===== src/design/can_ctrl_pkg.sv =====
// constants, types and helper functions shared by the can control block
// Notes on behaviour
// bit length is both segment fields plus one
// sync segment fixed at one quantum
// quantum is module clock over divider; code divides the fixed source clock instead
// bit rate is clock over quanta times divider
// segments, phase two, jump width set separately
// source clock assumed fixed at 8MHz
// disable stops traffic, state kept
// enable sends pending, accepts received frames
// comes up disabled, object memory undefined
// host clears all objects before first enable
// host initialises and sets timing first
// error counts and passive flag readable together
// clear code clears status or object interrupt
// status read clears status interrupt
// object read clears its pending interrupt
// only enabled sources interrupt, master gates all
// object interrupt needs its own enable
// error interrupt on bus-off or counter limit
// status interrupt on transfer done or error
// phase two accepts one to eight
// jump width accepts one to four
// divider accepts one to 1023
// transmit and receive done flags since read
package can_ctrl_pkg;

  // field widths
  localparam int PP1_W   = 4;  // propagation plus phase one quanta
  localparam int PH2_W   = 4;  // phase two quanta
  localparam int SJW_W   = 3;  // resync jump width
  localparam int DIV_W   = 10; // quantum divider
  localparam int QCNT_W  = 5;  // quantum index inside a bit
  localparam int ACC_W   = 5;  // source clock rate accumulator
  localparam int CNT_W   = 9;  // error counter with overflow bit
  localparam int CODE_W  = 6;  // interrupt cause and clear code
  localparam int OBJ_N   = 32; // message objects
  localparam int ONUM_W  = 5;  // object index
  localparam int ERRC_W  = 16; // packed error counter word
  localparam int STAT_W  = 5;  // status word

  // accepted ranges of the timing fields
  localparam logic [DIV_W-1:0] PP1_MIN = 10'h001;
  localparam logic [DIV_W-1:0] PP1_MAX = 10'h00f;
  localparam logic [DIV_W-1:0] PH2_MIN = 10'h001;
  localparam logic [DIV_W-1:0] PH2_MAX = 10'h008;
  localparam logic [DIV_W-1:0] SJW_MIN = 10'h001;
  localparam logic [DIV_W-1:0] SJW_MAX = 10'h004;
  localparam logic [DIV_W-1:0] DIV_MIN = 10'h001;
  localparam logic [DIV_W-1:0] DIV_MAX = 10'h3ff;

  // reset values of the timing fields
  localparam logic [PP1_W-1:0] PP1_RST = 4'h1;
  localparam logic [PH2_W-1:0] PH2_RST = 4'h1;
  localparam logic [SJW_W-1:0] SJW_RST = 3'h1;
  localparam logic [DIV_W-1:0] DIV_RST = 10'h001;

  // sync segment is one fixed quantum
  localparam logic [QCNT_W-1:0] SYNC_QUANTA = 5'h01;

  // source and module clock rates
  localparam int CAN_SRC_HZ = 8000000;
  localparam int CLK_HZ     = 20000000;
  localparam int HZ_UNIT    = 1000000;
  localparam logic [ACC_W-1:0] SRC_STEP = ACC_W'(CAN_SRC_HZ / HZ_UNIT);
  localparam logic [ACC_W-1:0] CLK_STEP = ACC_W'(CLK_HZ / HZ_UNIT);

  // error counter limits and steps
  localparam logic [CNT_W-1:0] ERR_WARN    = 9'h060;
  localparam logic [CNT_W-1:0] ERR_PASSIVE = 9'h080;
  localparam logic [CNT_W-1:0] ERR_BUSOFF  = 9'h100;
  localparam logic [CNT_W-1:0] ERR_MAX     = 9'h1ff;
  localparam logic [CNT_W-1:0] TX_ERR_STEP = 9'h008;
  localparam logic [CNT_W-1:0] RX_ERR_STEP = 9'h001;
  localparam logic [CNT_W-1:0] OK_STEP     = 9'h001;
  localparam logic [CNT_W-1:0] CNT_ZERO    = 9'h000;

  // packed error counter word layout
  localparam int TEC_LSB = 0;
  localparam int REC_LSB = 8;
  localparam int REC_FW  = 7;
  localparam int RP_BIT  = 15;

  // status word bit positions
  localparam int ST_TXOK   = 0;
  localparam int ST_RXOK   = 1;
  localparam int ST_EWARN  = 2;
  localparam int ST_EPASS  = 3;
  localparam int ST_BUSOFF = 4;

  // interrupt cause codes
  localparam logic [CODE_W-1:0] status_interrupt_code = 6'h3f;
  localparam logic [CODE_W-1:0] CAUSE_NONE            = 6'h00;
  localparam logic [CODE_W-1:0] OBJ_CODE_MIN          = 6'h01;
  localparam logic [CODE_W-1:0] OBJ_CODE_MAX          = 6'h20;

  // controller states, one-hot
  typedef enum logic [2:0] {
    CTRL_OFF    = 3'b001,
    CTRL_ON     = 3'b010,
    CTRL_BUSOFF = 3'b100
  } ctrl_e;

  // limit a field to its accepted range
  function automatic logic [DIV_W-1:0] clamp(input logic [DIV_W-1:0] v,
                                             input logic [DIV_W-1:0] lo,
                                             input logic [DIV_W-1:0] hi);
    clamp = (v < lo) ? lo : ((v > hi) ? hi : v);
  endfunction

  // saturating add and subtract on error counters
  function automatic logic [CNT_W-1:0] sat_add(input logic [CNT_W-1:0] a, input logic [CNT_W-1:0] b);
    sat_add = (ERR_MAX - a < b) ? ERR_MAX : a + b;
  endfunction

  function automatic logic [CNT_W-1:0] sat_sub(input logic [CNT_W-1:0] a, input logic [CNT_W-1:0] b);
    sat_sub = (a < b) ? CNT_ZERO : a - b;
  endfunction

  // one-hot of object code 1..32, else zero
  function automatic logic [OBJ_N-1:0] code_to_obj(input logic [CODE_W-1:0] c);
    code_to_obj = '0;
    if (c >= OBJ_CODE_MIN && c <= OBJ_CODE_MAX) begin
      code_to_obj[ONUM_W'(c - OBJ_CODE_MIN)] = 1'b1;
    end
  endfunction

endpackage


===== src/design/can_bit_timer.sv =====
// quantum prescaler and nominal bit segment sequencer
`timescale 1ns/1ns
module can_bit_timer
  import can_ctrl_pkg::*;
(
  input  wire logic                        clk,
  input  wire logic                        reset,
  input  wire logic                        clk_en,
  input  wire logic                        run,
  input  wire logic [can_ctrl_pkg::DIV_W-1:0] divider,
  input  wire logic [can_ctrl_pkg::PP1_W-1:0] tseg1,
  input  wire logic [can_ctrl_pkg::PH2_W-1:0] tseg2,
  output logic                             tq_tick_q,
  output logic                             bit_start_q,
  output logic                             sample_pt_q
);

  logic [ACC_W-1:0]  acc_q, acc_d;     // source clock rate accumulator
  logic [DIV_W-1:0]  presc_q, presc_d; // source clock periods into the quantum
  logic [QCNT_W-1:0] qidx_q, qidx_d;   // quantum index in the bit
  logic              tq_d, bs_d, sp_d; // pulse next values
  logic              src_tick;         // one can source clock period
  logic [QCNT_W-1:0] last_q;           // index of the bit's last quantum

  // next state of prescaler and segment counter
  always_comb begin
    acc_d    = acc_q;
    presc_d  = presc_q;
    qidx_d   = qidx_q;
    tq_d     = 1'b0;
    bs_d     = 1'b0;
    sp_d     = 1'b0;
    src_tick = 1'b0;
    // bit holds sync, prop plus phase one, and phase two
    last_q   = QCNT_W'(tseg1) + QCNT_W'(tseg2) + SYNC_QUANTA - SYNC_QUANTA;
    if (run) begin
      // average the fixed source rate out of the module clock
      if (acc_q + SRC_STEP >= CLK_STEP) begin
        acc_d    = acc_q + SRC_STEP - CLK_STEP;
        src_tick = 1'b1;
      end else begin
        acc_d = acc_q + SRC_STEP;
      end
      if (src_tick) begin
        // quantum ends after divider source periods
        if (presc_q >= divider - DIV_MIN) begin
          presc_d = '0;
          tq_d    = 1'b1;
        end else begin
          presc_d = presc_q + DIV_MIN;
        end
      end
      if (tq_d) begin
        // sample where phase one ends, restart at bit end
        sp_d = (qidx_q == QCNT_W'(tseg1));
        if (qidx_q >= last_q) begin
          qidx_d = '0;
          bs_d   = 1'b1;
        end else begin
          qidx_d = qidx_q + SYNC_QUANTA;
        end
      end
    end
  end

  // registers; a stopped timer keeps its position
  always_ff @(posedge clk or posedge reset) begin
    if (reset) begin
      acc_q       <= '0;
      presc_q     <= '0;
      qidx_q      <= '0;
      tq_tick_q   <= 1'b0;
      bit_start_q <= 1'b0;
      sample_pt_q <= 1'b0;
    end else if (clk_en) begin
      acc_q       <= acc_d;
      presc_q     <= presc_d;
      qidx_q      <= qidx_d;
      tq_tick_q   <= tq_d;
      bit_start_q <= bs_d;
      sample_pt_q <= sp_d;
    end
  end

endmodule


===== src/design/can_timing_enable_interrupt_ctrl.sv =====
// can controller timing configuration, enable, error counters and interrupts
`timescale 1ns/1ns
module can_timing_enable_interrupt_ctrl
  import can_ctrl_pkg::*;
(
  input  wire logic                            clk,
  input  wire logic                            reset,
  input  wire logic                            clk_en,
  // timing configuration
  input  wire logic                            timing_wr,
  input  wire logic [can_ctrl_pkg::PP1_W-1:0]  prop_phase1_quanta,
  input  wire logic [can_ctrl_pkg::PH2_W-1:0]  phase2_quanta,
  input  wire logic [can_ctrl_pkg::SJW_W-1:0]  resync_jump_width,
  input  wire logic [can_ctrl_pkg::DIV_W-1:0]  quantum_divider,
  // enable control
  input  wire logic                            enable_wr,
  input  wire logic                            enable_val,
  // protocol engine side
  input  wire logic                            tx_pending,
  input  wire logic                            rx_frame_in,
  input  wire logic                            tx_ok,
  input  wire logic                            rx_ok,
  input  wire logic                            bus_err,
  input  wire logic                            tx_err,
  input  wire logic                            rx_err,
  input  wire logic                            obj_event,
  input  wire logic [can_ctrl_pkg::ONUM_W-1:0] obj_event_num,
  // interrupt configuration and clearing
  input  wire logic [can_ctrl_pkg::OBJ_N-1:0]  obj_int_en,
  input  wire logic                            int_en_master,
  input  wire logic                            int_en_error,
  input  wire logic                            int_en_status,
  input  wire logic                            int_clr,
  input  wire logic [can_ctrl_pkg::CODE_W-1:0] int_clr_code,
  input  wire logic                            status_rd,
  input  wire logic                            obj_rd,
  input  wire logic [can_ctrl_pkg::CODE_W-1:0] obj_rd_code,
  // outputs
  output logic                                 enabled_q,
  output logic                                 tx_start_q,
  output logic                                 rx_accept_q,
  output logic                                 tq_tick_q,
  output logic                                 bit_start_q,
  output logic                                 sample_pt_q,
  output logic [can_ctrl_pkg::PP1_W-1:0]       prop_phase1_q,
  output logic [can_ctrl_pkg::PH2_W-1:0]       phase2_q,
  output logic [can_ctrl_pkg::SJW_W-1:0]       sjw_q,
  output logic [can_ctrl_pkg::DIV_W-1:0]       divider_q,
  output logic [can_ctrl_pkg::ERRC_W-1:0]      err_counter_q,
  output logic                                 err_passive_q,
  output logic [can_ctrl_pkg::STAT_W-1:0]      status_q,
  output logic [can_ctrl_pkg::OBJ_N-1:0]       obj_pending_q,
  output logic [can_ctrl_pkg::CODE_W-1:0]      int_cause_q,
  output logic                                 irq_q
);

  import can_ctrl_pkg::*;

  // timing configuration
  logic [PP1_W-1:0] pp1_d;   // propagation plus phase one next
  logic [PH2_W-1:0] ph2_d;   // phase two next
  logic [SJW_W-1:0] sjw_d;   // jump width next
  logic [DIV_W-1:0] div_d;   // quantum divider next

  // latch fields limited to their accepted ranges
  always_comb begin
    pp1_d = prop_phase1_q;
    ph2_d = phase2_q;
    sjw_d = sjw_q;
    div_d = divider_q;
    if (timing_wr) begin
      pp1_d = PP1_W'(clamp(DIV_W'(prop_phase1_quanta), PP1_MIN, PP1_MAX));
      ph2_d = PH2_W'(clamp(DIV_W'(phase2_quanta), PH2_MIN, PH2_MAX));
      sjw_d = SJW_W'(clamp(DIV_W'(resync_jump_width), SJW_MIN, SJW_MAX));
      div_d = clamp(quantum_divider, DIV_MIN, DIV_MAX);
    end
  end

  // timing registers
  always_ff @(posedge clk or posedge reset) begin
    if (reset) begin
      prop_phase1_q <= PP1_RST;
      phase2_q      <= PH2_RST;
      sjw_q         <= SJW_RST;
      divider_q     <= DIV_RST;
    end else if (clk_en) begin
      prop_phase1_q <= pp1_d;
      phase2_q      <= ph2_d;
      sjw_q         <= sjw_d;
      divider_q     <= div_d;
    end
  end

  // enable state and error counters
  ctrl_e            state_q, state_d;  // controller state
  logic [CNT_W-1:0] tec_q, tec_d;      // transmit error count
  logic [CNT_W-1:0] rec_q, rec_d;      // receive error count
  logic             running;           // traffic processing allowed
  logic             err_evt;           // error limit reached this cycle
  logic             stat_evt;          // status event this cycle

  assign running  = (state_q == CTRL_ON);
  assign stat_evt = running & (tx_ok | rx_ok | bus_err);

  // next state and counter values
  always_comb begin
    state_d = state_q;
    tec_d   = tec_q;
    rec_d   = rec_q;
    case (state_q)
      CTRL_OFF: begin
        // held off, counters and objects untouched
        if (enable_wr && enable_val) begin
          state_d = CTRL_ON;
        end
      end
      CTRL_ON: begin
        if (tx_err) begin
          tec_d = sat_add(tec_q, TX_ERR_STEP);
        end else if (tx_ok) begin
          tec_d = sat_sub(tec_q, OK_STEP);
        end
        if (rx_err) begin
          rec_d = sat_add(rec_q, RX_ERR_STEP);
        end else if (rx_ok) begin
          rec_d = sat_sub(rec_q, OK_STEP);
        end
        if (enable_wr && !enable_val) begin
          state_d = CTRL_OFF;
        end else if (tec_d >= ERR_BUSOFF) begin
          state_d = CTRL_BUSOFF;
        end
      end
      CTRL_BUSOFF: begin
        // enable write leaves bus-off with clean counters
        if (enable_wr) begin
          state_d = enable_val ? CTRL_ON : CTRL_OFF;
          tec_d   = CNT_ZERO;
          rec_d   = CNT_ZERO;
        end
      end
      default: begin
        state_d = CTRL_OFF;
      end
    endcase
  end

  // error event on first reaching a limit or bus-off
  always_comb begin
    err_evt = 1'b0;
    if ((tec_d >= ERR_WARN && tec_q < ERR_WARN) || (rec_d >= ERR_WARN && rec_q < ERR_WARN)) begin
      err_evt = 1'b1;
    end
    if ((tec_d >= ERR_PASSIVE && tec_q < ERR_PASSIVE) || (rec_d >= ERR_PASSIVE && rec_q < ERR_PASSIVE)) begin
      err_evt = 1'b1;
    end
    if (state_d == CTRL_BUSOFF && state_q != CTRL_BUSOFF) begin
      err_evt = 1'b1;
    end
  end

  // state registers, reset leaves the controller disabled
  always_ff @(posedge clk or posedge reset) begin
    if (reset) begin
      state_q <= CTRL_OFF;
      tec_q   <= CNT_ZERO;
      rec_q   <= CNT_ZERO;
    end else if (clk_en) begin
      state_q <= state_d;
      tec_q   <= tec_d;
      rec_q   <= rec_d;
    end
  end

  // bit timing
  can_bit_timer u_timer (
    .clk         (clk),
    .reset       (reset),
    .clk_en      (clk_en),
    .run         (running),
    .divider     (divider_q),
    .tseg1       (prop_phase1_q),
    .tseg2       (phase2_q),
    .tq_tick_q   (tq_tick_q),
    .bit_start_q (bit_start_q),
    .sample_pt_q (sample_pt_q)
  );

  // flags, pending bits and interrupt
  logic             txf_q, txf_d;       // transmit done since status read
  logic             rxf_q, rxf_d;       // receive done since status read
  logic             spend_q, spend_d;   // status interrupt pending
  logic             epend_q, epend_d;   // error interrupt pending
  logic [OBJ_N-1:0] pend_d;             // object pending next
  logic [OBJ_N-1:0] obj_set;            // objects raising now
  logic [OBJ_N-1:0] obj_clr;            // objects cleared now
  logic             stat_clr;           // status interrupt clear
  logic             cause_hit;          // status or error source active
  logic [CODE_W-1:0] cause_d;           // cause code next
  logic             irq_d;              // interrupt line next
  logic [ERRC_W-1:0] errc_d;            // packed counter word next
  logic [STAT_W-1:0] stat_d;            // status word next

  // lowest numbered pending object as a code 1..32
  function automatic logic [CODE_W-1:0] first_obj(input logic [OBJ_N-1:0] p);
    first_obj = CAUSE_NONE;
    for (int i = OBJ_N - 1; i >= 0; i--) begin
      if (p[i]) begin
        first_obj = CODE_W'(i) + OBJ_CODE_MIN;
      end
    end
  endfunction

  // sticky flags; an event in the clearing cycle wins
  always_comb begin
    stat_clr = status_rd || (int_clr && int_clr_code == status_interrupt_code);
    obj_clr  = (int_clr ? code_to_obj(int_clr_code) : '0)
             | (obj_rd ? code_to_obj(obj_rd_code) : '0);
    obj_set  = '0;
    if (running && obj_event && obj_int_en[obj_event_num]) begin
      obj_set[obj_event_num] = 1'b1;
    end
    txf_d   = (running & tx_ok) | (txf_q & ~status_rd);
    rxf_d   = (running & rx_ok) | (rxf_q & ~status_rd);
    spend_d = stat_evt | (spend_q & ~stat_clr);
    epend_d = err_evt | (epend_q & ~stat_clr);
    pend_d  = obj_set | (obj_pending_q & ~obj_clr);
  end

  // cause code, interrupt line and readable words
  always_comb begin
    cause_hit = (spend_d & int_en_status) | (epend_d & int_en_error);
    cause_d   = cause_hit ? status_interrupt_code : first_obj(pend_d);
    irq_d     = int_en_master & (cause_hit | (|pend_d));
    errc_d    = '0;
    errc_d[TEC_LSB +: 8]      = tec_d[7:0];
    errc_d[REC_LSB +: REC_FW] = rec_d[REC_FW-1:0];
    errc_d[RP_BIT]            = (rec_d >= ERR_PASSIVE);
    stat_d            = '0;
    stat_d[ST_TXOK]   = txf_d;
    stat_d[ST_RXOK]   = rxf_d;
    stat_d[ST_EWARN]  = (tec_d >= ERR_WARN) | (rec_d >= ERR_WARN);
    stat_d[ST_EPASS]  = (tec_d >= ERR_PASSIVE) | (rec_d >= ERR_PASSIVE);
    stat_d[ST_BUSOFF] = (state_d == CTRL_BUSOFF);
  end

  // interrupt and status registers
  always_ff @(posedge clk or posedge reset) begin
    if (reset) begin
      txf_q         <= 1'b0;
      rxf_q         <= 1'b0;
      spend_q       <= 1'b0;
      epend_q       <= 1'b0;
      obj_pending_q <= '0;
      int_cause_q   <= CAUSE_NONE;
      irq_q         <= 1'b0;
      err_counter_q <= '0;
      err_passive_q <= 1'b0;
      status_q      <= '0;
    end else if (clk_en) begin
      txf_q         <= txf_d;
      rxf_q         <= rxf_d;
      spend_q       <= spend_d;
      epend_q       <= epend_d;
      obj_pending_q <= pend_d;
      int_cause_q   <= cause_d;
      irq_q         <= irq_d;
      err_counter_q <= errc_d;
      err_passive_q <= errc_d[RP_BIT];
      status_q      <= stat_d;
    end
  end

  // traffic gating
  logic tx_start_d;  // pending frame may go out
  logic rx_acc_d;    // received frame may be processed

  // only an enabled controller touches the bus
  always_comb begin
    tx_start_d = (state_d == CTRL_ON) & tx_pending;
    rx_acc_d   = (state_d == CTRL_ON) & rx_frame_in;
  end

  // gating registers
  always_ff @(posedge clk or posedge reset) begin
    if (reset) begin
      enabled_q   <= 1'b0;
      tx_start_q  <= 1'b0;
      rx_accept_q <= 1'b0;
    end else if (clk_en) begin
      enabled_q   <= (state_d == CTRL_ON);
      tx_start_q  <= tx_start_d;
      rx_accept_q <= rx_acc_d;
    end
  end

endmodule


===== config.mk =====
export PLATFORM = sky130hd
export DESIGN_NAME = can_timing_enable_interrupt_ctrl
export DESIGN_NICKNAME = d
export VERILOG_FILES = /design/src/design/can_ctrl_pkg.sv /design/src/design/can_bit_timer.sv /design/src/design/can_timing_enable_interrupt_ctrl.sv
export SDC_FILE = /design/constraint.sdc
export NUM_CORES = 1
export LEC_CHECK = 0
export ABC_AREA = 1
export BUFFER_PORTS_ARGS = -buffer_cell sky130_fd_sc_hd__buf_4
export CELL_PAD_IN_SITES_DETAIL_PLACEMENT = 1
export CELL_PAD_IN_SITES_GLOBAL_PLACEMENT = 1
export CORE_ASPECT_RATIO = 0.75
export CORE_MARGIN = 1.5
export CORE_UTILIZATION = 39
export CTS_CLUSTER_SIZE = 14
export DETAILED_ROUTE_END_ITERATION = 10
export PLACE_DENSITY_LB_ADDON = 0.25
export SLEW_MARGIN = 20
export SYNTH_ARGS = -nofsm -noshare
export SYNTH_HDL_FRONTEND = slang
export SYNTH_SLANG_ARGS = --single-unit

===== constraint.sdc =====
create_clock -name clk -period 4.4 [get_ports clk]
set_input_delay 0.22 -clock clk [delete_from_list [all_inputs] [get_ports clk]]
set_output_delay 0.22 -clock clk [all_outputs]
set_load 0.05 [all_outputs]

==> impl_results.md <==
- Largest net degree at the start of global routing: 62
- Worst path required time: 4.72 ns
- Top-Level Pins: 178
- All-Layer GR Usage: 0.272
- Cell area after synthesis: 8370 µm²
- CP max stage cell: o31ai_1
- Post CTS Setup Buffer Count: 0
- Avg Synthesized Cell Area: 6.91 µm²
- Clk Latency, worst-skew pair: 0.43 ns
- # DRC: 0
- Initial core utilization: 0.397
- Fmax: 284 MHz
- Die area: 22,300 µm²
- Slew HR: 0.451
- Final RePlAce weighted congestion: 0.932
- Final-report max-slew violation count: 0
- Worst vdd ir: 0.000232 V
- Root Driver: clkbuf_16
- Least-Margin Pin Slew: 0.821 ns
- Fill cell count: 2,757
- Synthesized flop and latch total: 113
- Diode count: 0
- Nets: 1,495
- Sink Count: 113
- Syn Nets: 1,334
- Wire length per cell: 17.7 µm
- Routed wire length: 29,700 µm
- Worst setup SP type: flop
- Period utilization: 0.800
- Most frequent cells in the layout: nand2_1 (353), buf_4 (183), inv_1 (149)
- Die Width: 172 µm
- Worst setup path class: reg -> reg
- Num rows: 46
- Layout Skew: 0.00966 ns
- Setup crit end kind: flop
- Hpwl dp: 22,300 µm
- Grt total ovfl: 0
- Worst stage delay on the critical path: 0.62 ns
- CTS tree: yes
- CTS Buf Count: 17
- Clock-pin slew of the registers on the worst-case setup and hold paths: 0.06 ns
- Type of the most critical hold path: in -> reg
- Vias in the first global route: 9,072
- Final hold violations: 0
- RSZ-0062 raised after global routing: no
- Synth Instances: 1,211
- Initial DRC count: 634
- Finished Layout Cells: 1,673
- Ys Warns: 0
- Core area: 21,100 µm²
- Vias: 8,912
- Leak: 5.30 nW
- Setup violators final: 0
- DP Cell Count: 1,634
- Layout cells sized above 1: 0.194
- Tmin final: 3.52 ns
- Area Growth Syn to Fin: 26.5%
- Number of routed nets with antenna violations: 0
- 1st-pass router iterations: 5
- Maxcap violations: 0
- Buffers on Ports: 177
- Post-CTS resize count: 0
- Pwr dens: 588 nW/µm²
- Status: finished clean
- Sum of buffers and inverters on the critical path: 2
- Most used cell, CP: nand2_1
- Most common cell after layout, fill and taps aside: nand2_1
- Crit Path Max Fanout: 25
- Clock Tree Buf Depth: 2
- Vias per std cell: 5.33
- Total negative slack: 0 ns
- Initial antenna violation count: 0
- Hold Buf Count CTS: 7
- Yosys cell types: 57
- Die Ht: 130 µm
- First-pass GRT wire length: 47,300 µm
- Hold WS: 0.0121 ns
- H-tree levels: 4
- Register area share after synthesis: 0.339
- Top delay family on crit path: simple AND/OR/NAND/NOR gates
- Worst EP arrival: 3.84 ns
[path summary, 6_finish.rpt]
kind,slack (ns),start,cells past startpoint,to
worst max-delay path,0.88,state_q[0],29,int_cause_q[0]
worst min-delay path,0.01,quantum_divider[8],3,divider_q[8]
worst max register to register,0.88,state_q[0],29,int_cause_q[0]
worst min register to register,0.47,sjw_q[0],2,sjw_q[0]
max in group asynchronous,3.06,reset,4,obj_pending_q[26]
min in group asynchronous,0.38,reset,3,u_timer.qidx_q[4]
[power breakdown]
part / switching (mW) / internal [mW]
clock: 0.523 / 1.12
sequential: 0.331 / 1.34
combinational: 1.98 / 0.928
[cell usage after synthesis, drive strengths merged]
cell / n / area [µm²]
a21oi: 41 / 209
nor4: 7 / 43.8
ha: 32 / 400
nor2: 97 / 389
a22oi: 10 / 75.1
buf: 27 / 195
dfstp: 5 / 131
clkbuf: 21 / 78.8
o32ai: 5 / 43.8
and3: 1 / 6.26
or2: 4 / 25.0
a221o: 8 / 80.1
a32o: 1 / 10.0
o311ai: 1 / 8.76
nand2: 358 / 1360
o31ai: 23 / 178
xnor2: 10 / 87.6
o211ai: 8 / 60.1
nor3b: 4 / 41.3
o22ai: 9 / 56.3
o221ai: 1 / 8.76
inv: 171 / 642
a22o: 3 / 26.3
a311oi: 1 / 8.76
a221oi: 1 / 8.76
fa: 1 / 20.0
xor2: 20 / 175
a211o: 2 / 17.5
and2: 1 / 6.26
nand3: 61 / 310
nand3b: 1 / 7.51
dfrtp: 108 / 2700
nand4: 7 / 43.8
o21bai: 2 / 15.0
o2111ai: 3 / 26.3
o211a: 1 / 10.0
o21ai: 106 / 538
a31oi: 8 / 50.1
nor3: 41 / 268
[tightest hold or removal path: stages]
cell     delay, ns
buf_4         0.09
nand2_1       0.05
nand2_1       0.05
[cell type report]
| type | instances | area, µm² | area share |
|---|---|---|---|
| Timing Repair Buffer | 190 | 1440 | 0.136 |
| Inverter | 171 | 644 | 0.0609 |
| Multi-Input combinational cell | 879 | 4620 | 0.436 |
| Clock inverter | 9 | 200 | 0.0189 |
| Sequential cell | 113 | 2830 | 0.268 |
| Tap cell | 288 | 360 | 0.0340 |
| Clock buffer | 23 | 488 | 0.0461 |
[registers in the layout, indices dropped and copies added, names as in the netlist, 4 cells and up]
| register | cells |
|---|---|
| obj_pending_q | 32 |
| divider_q | 10 |
| u_timer.presc_q | 10 |
| rec_q | 9 |
| tec_q | 9 |
| int_cause_q | 6 |
| status_q | 5 |
| u_timer.qidx_q | 5 |
| phase2_q | 4 |
| prop_phase1_q | 4 |
[per-layer routing]
layer  vias up  wire length [µm]  share of wire  global-route usage
li1       4292                 -              -                   -
met1      4291             14300           0.48               0.381
met2       294             13100           0.44               0.424
met3        35              1820          0.061              0.0513
met4         0               494          0.017              0.0870
met5         -                 0              0                   0
[cells by family after synthesis]
group | Yosys count | synth area share
buffers and inverters | 219 | 0.109
AO/OA/AOI/OAI | 234 | 0.171
AND/OR/NAND/NOR | 582 | 0.299
flip-flops | 113 | 0.339
adder cells (fa/ha/maj) | 33 | 0.0503
XOR/XNOR | 30 | 0.0314
[through the flow]
stage                     area [µm²]   util  total power, mW  setup WS [ns]
final                          10600  0.503             6.22          0.879
after global routing           10600  0.503             6.63          0.541
after global placement          9830  0.467             4.46           1.03
after floorplan                 8370      -             3.74           1.20
after CTS                      10600  0.503             6.25          0.955
after detailed placement        9830  0.467             4.54          0.981
Power figures use the tool's default switching activity.
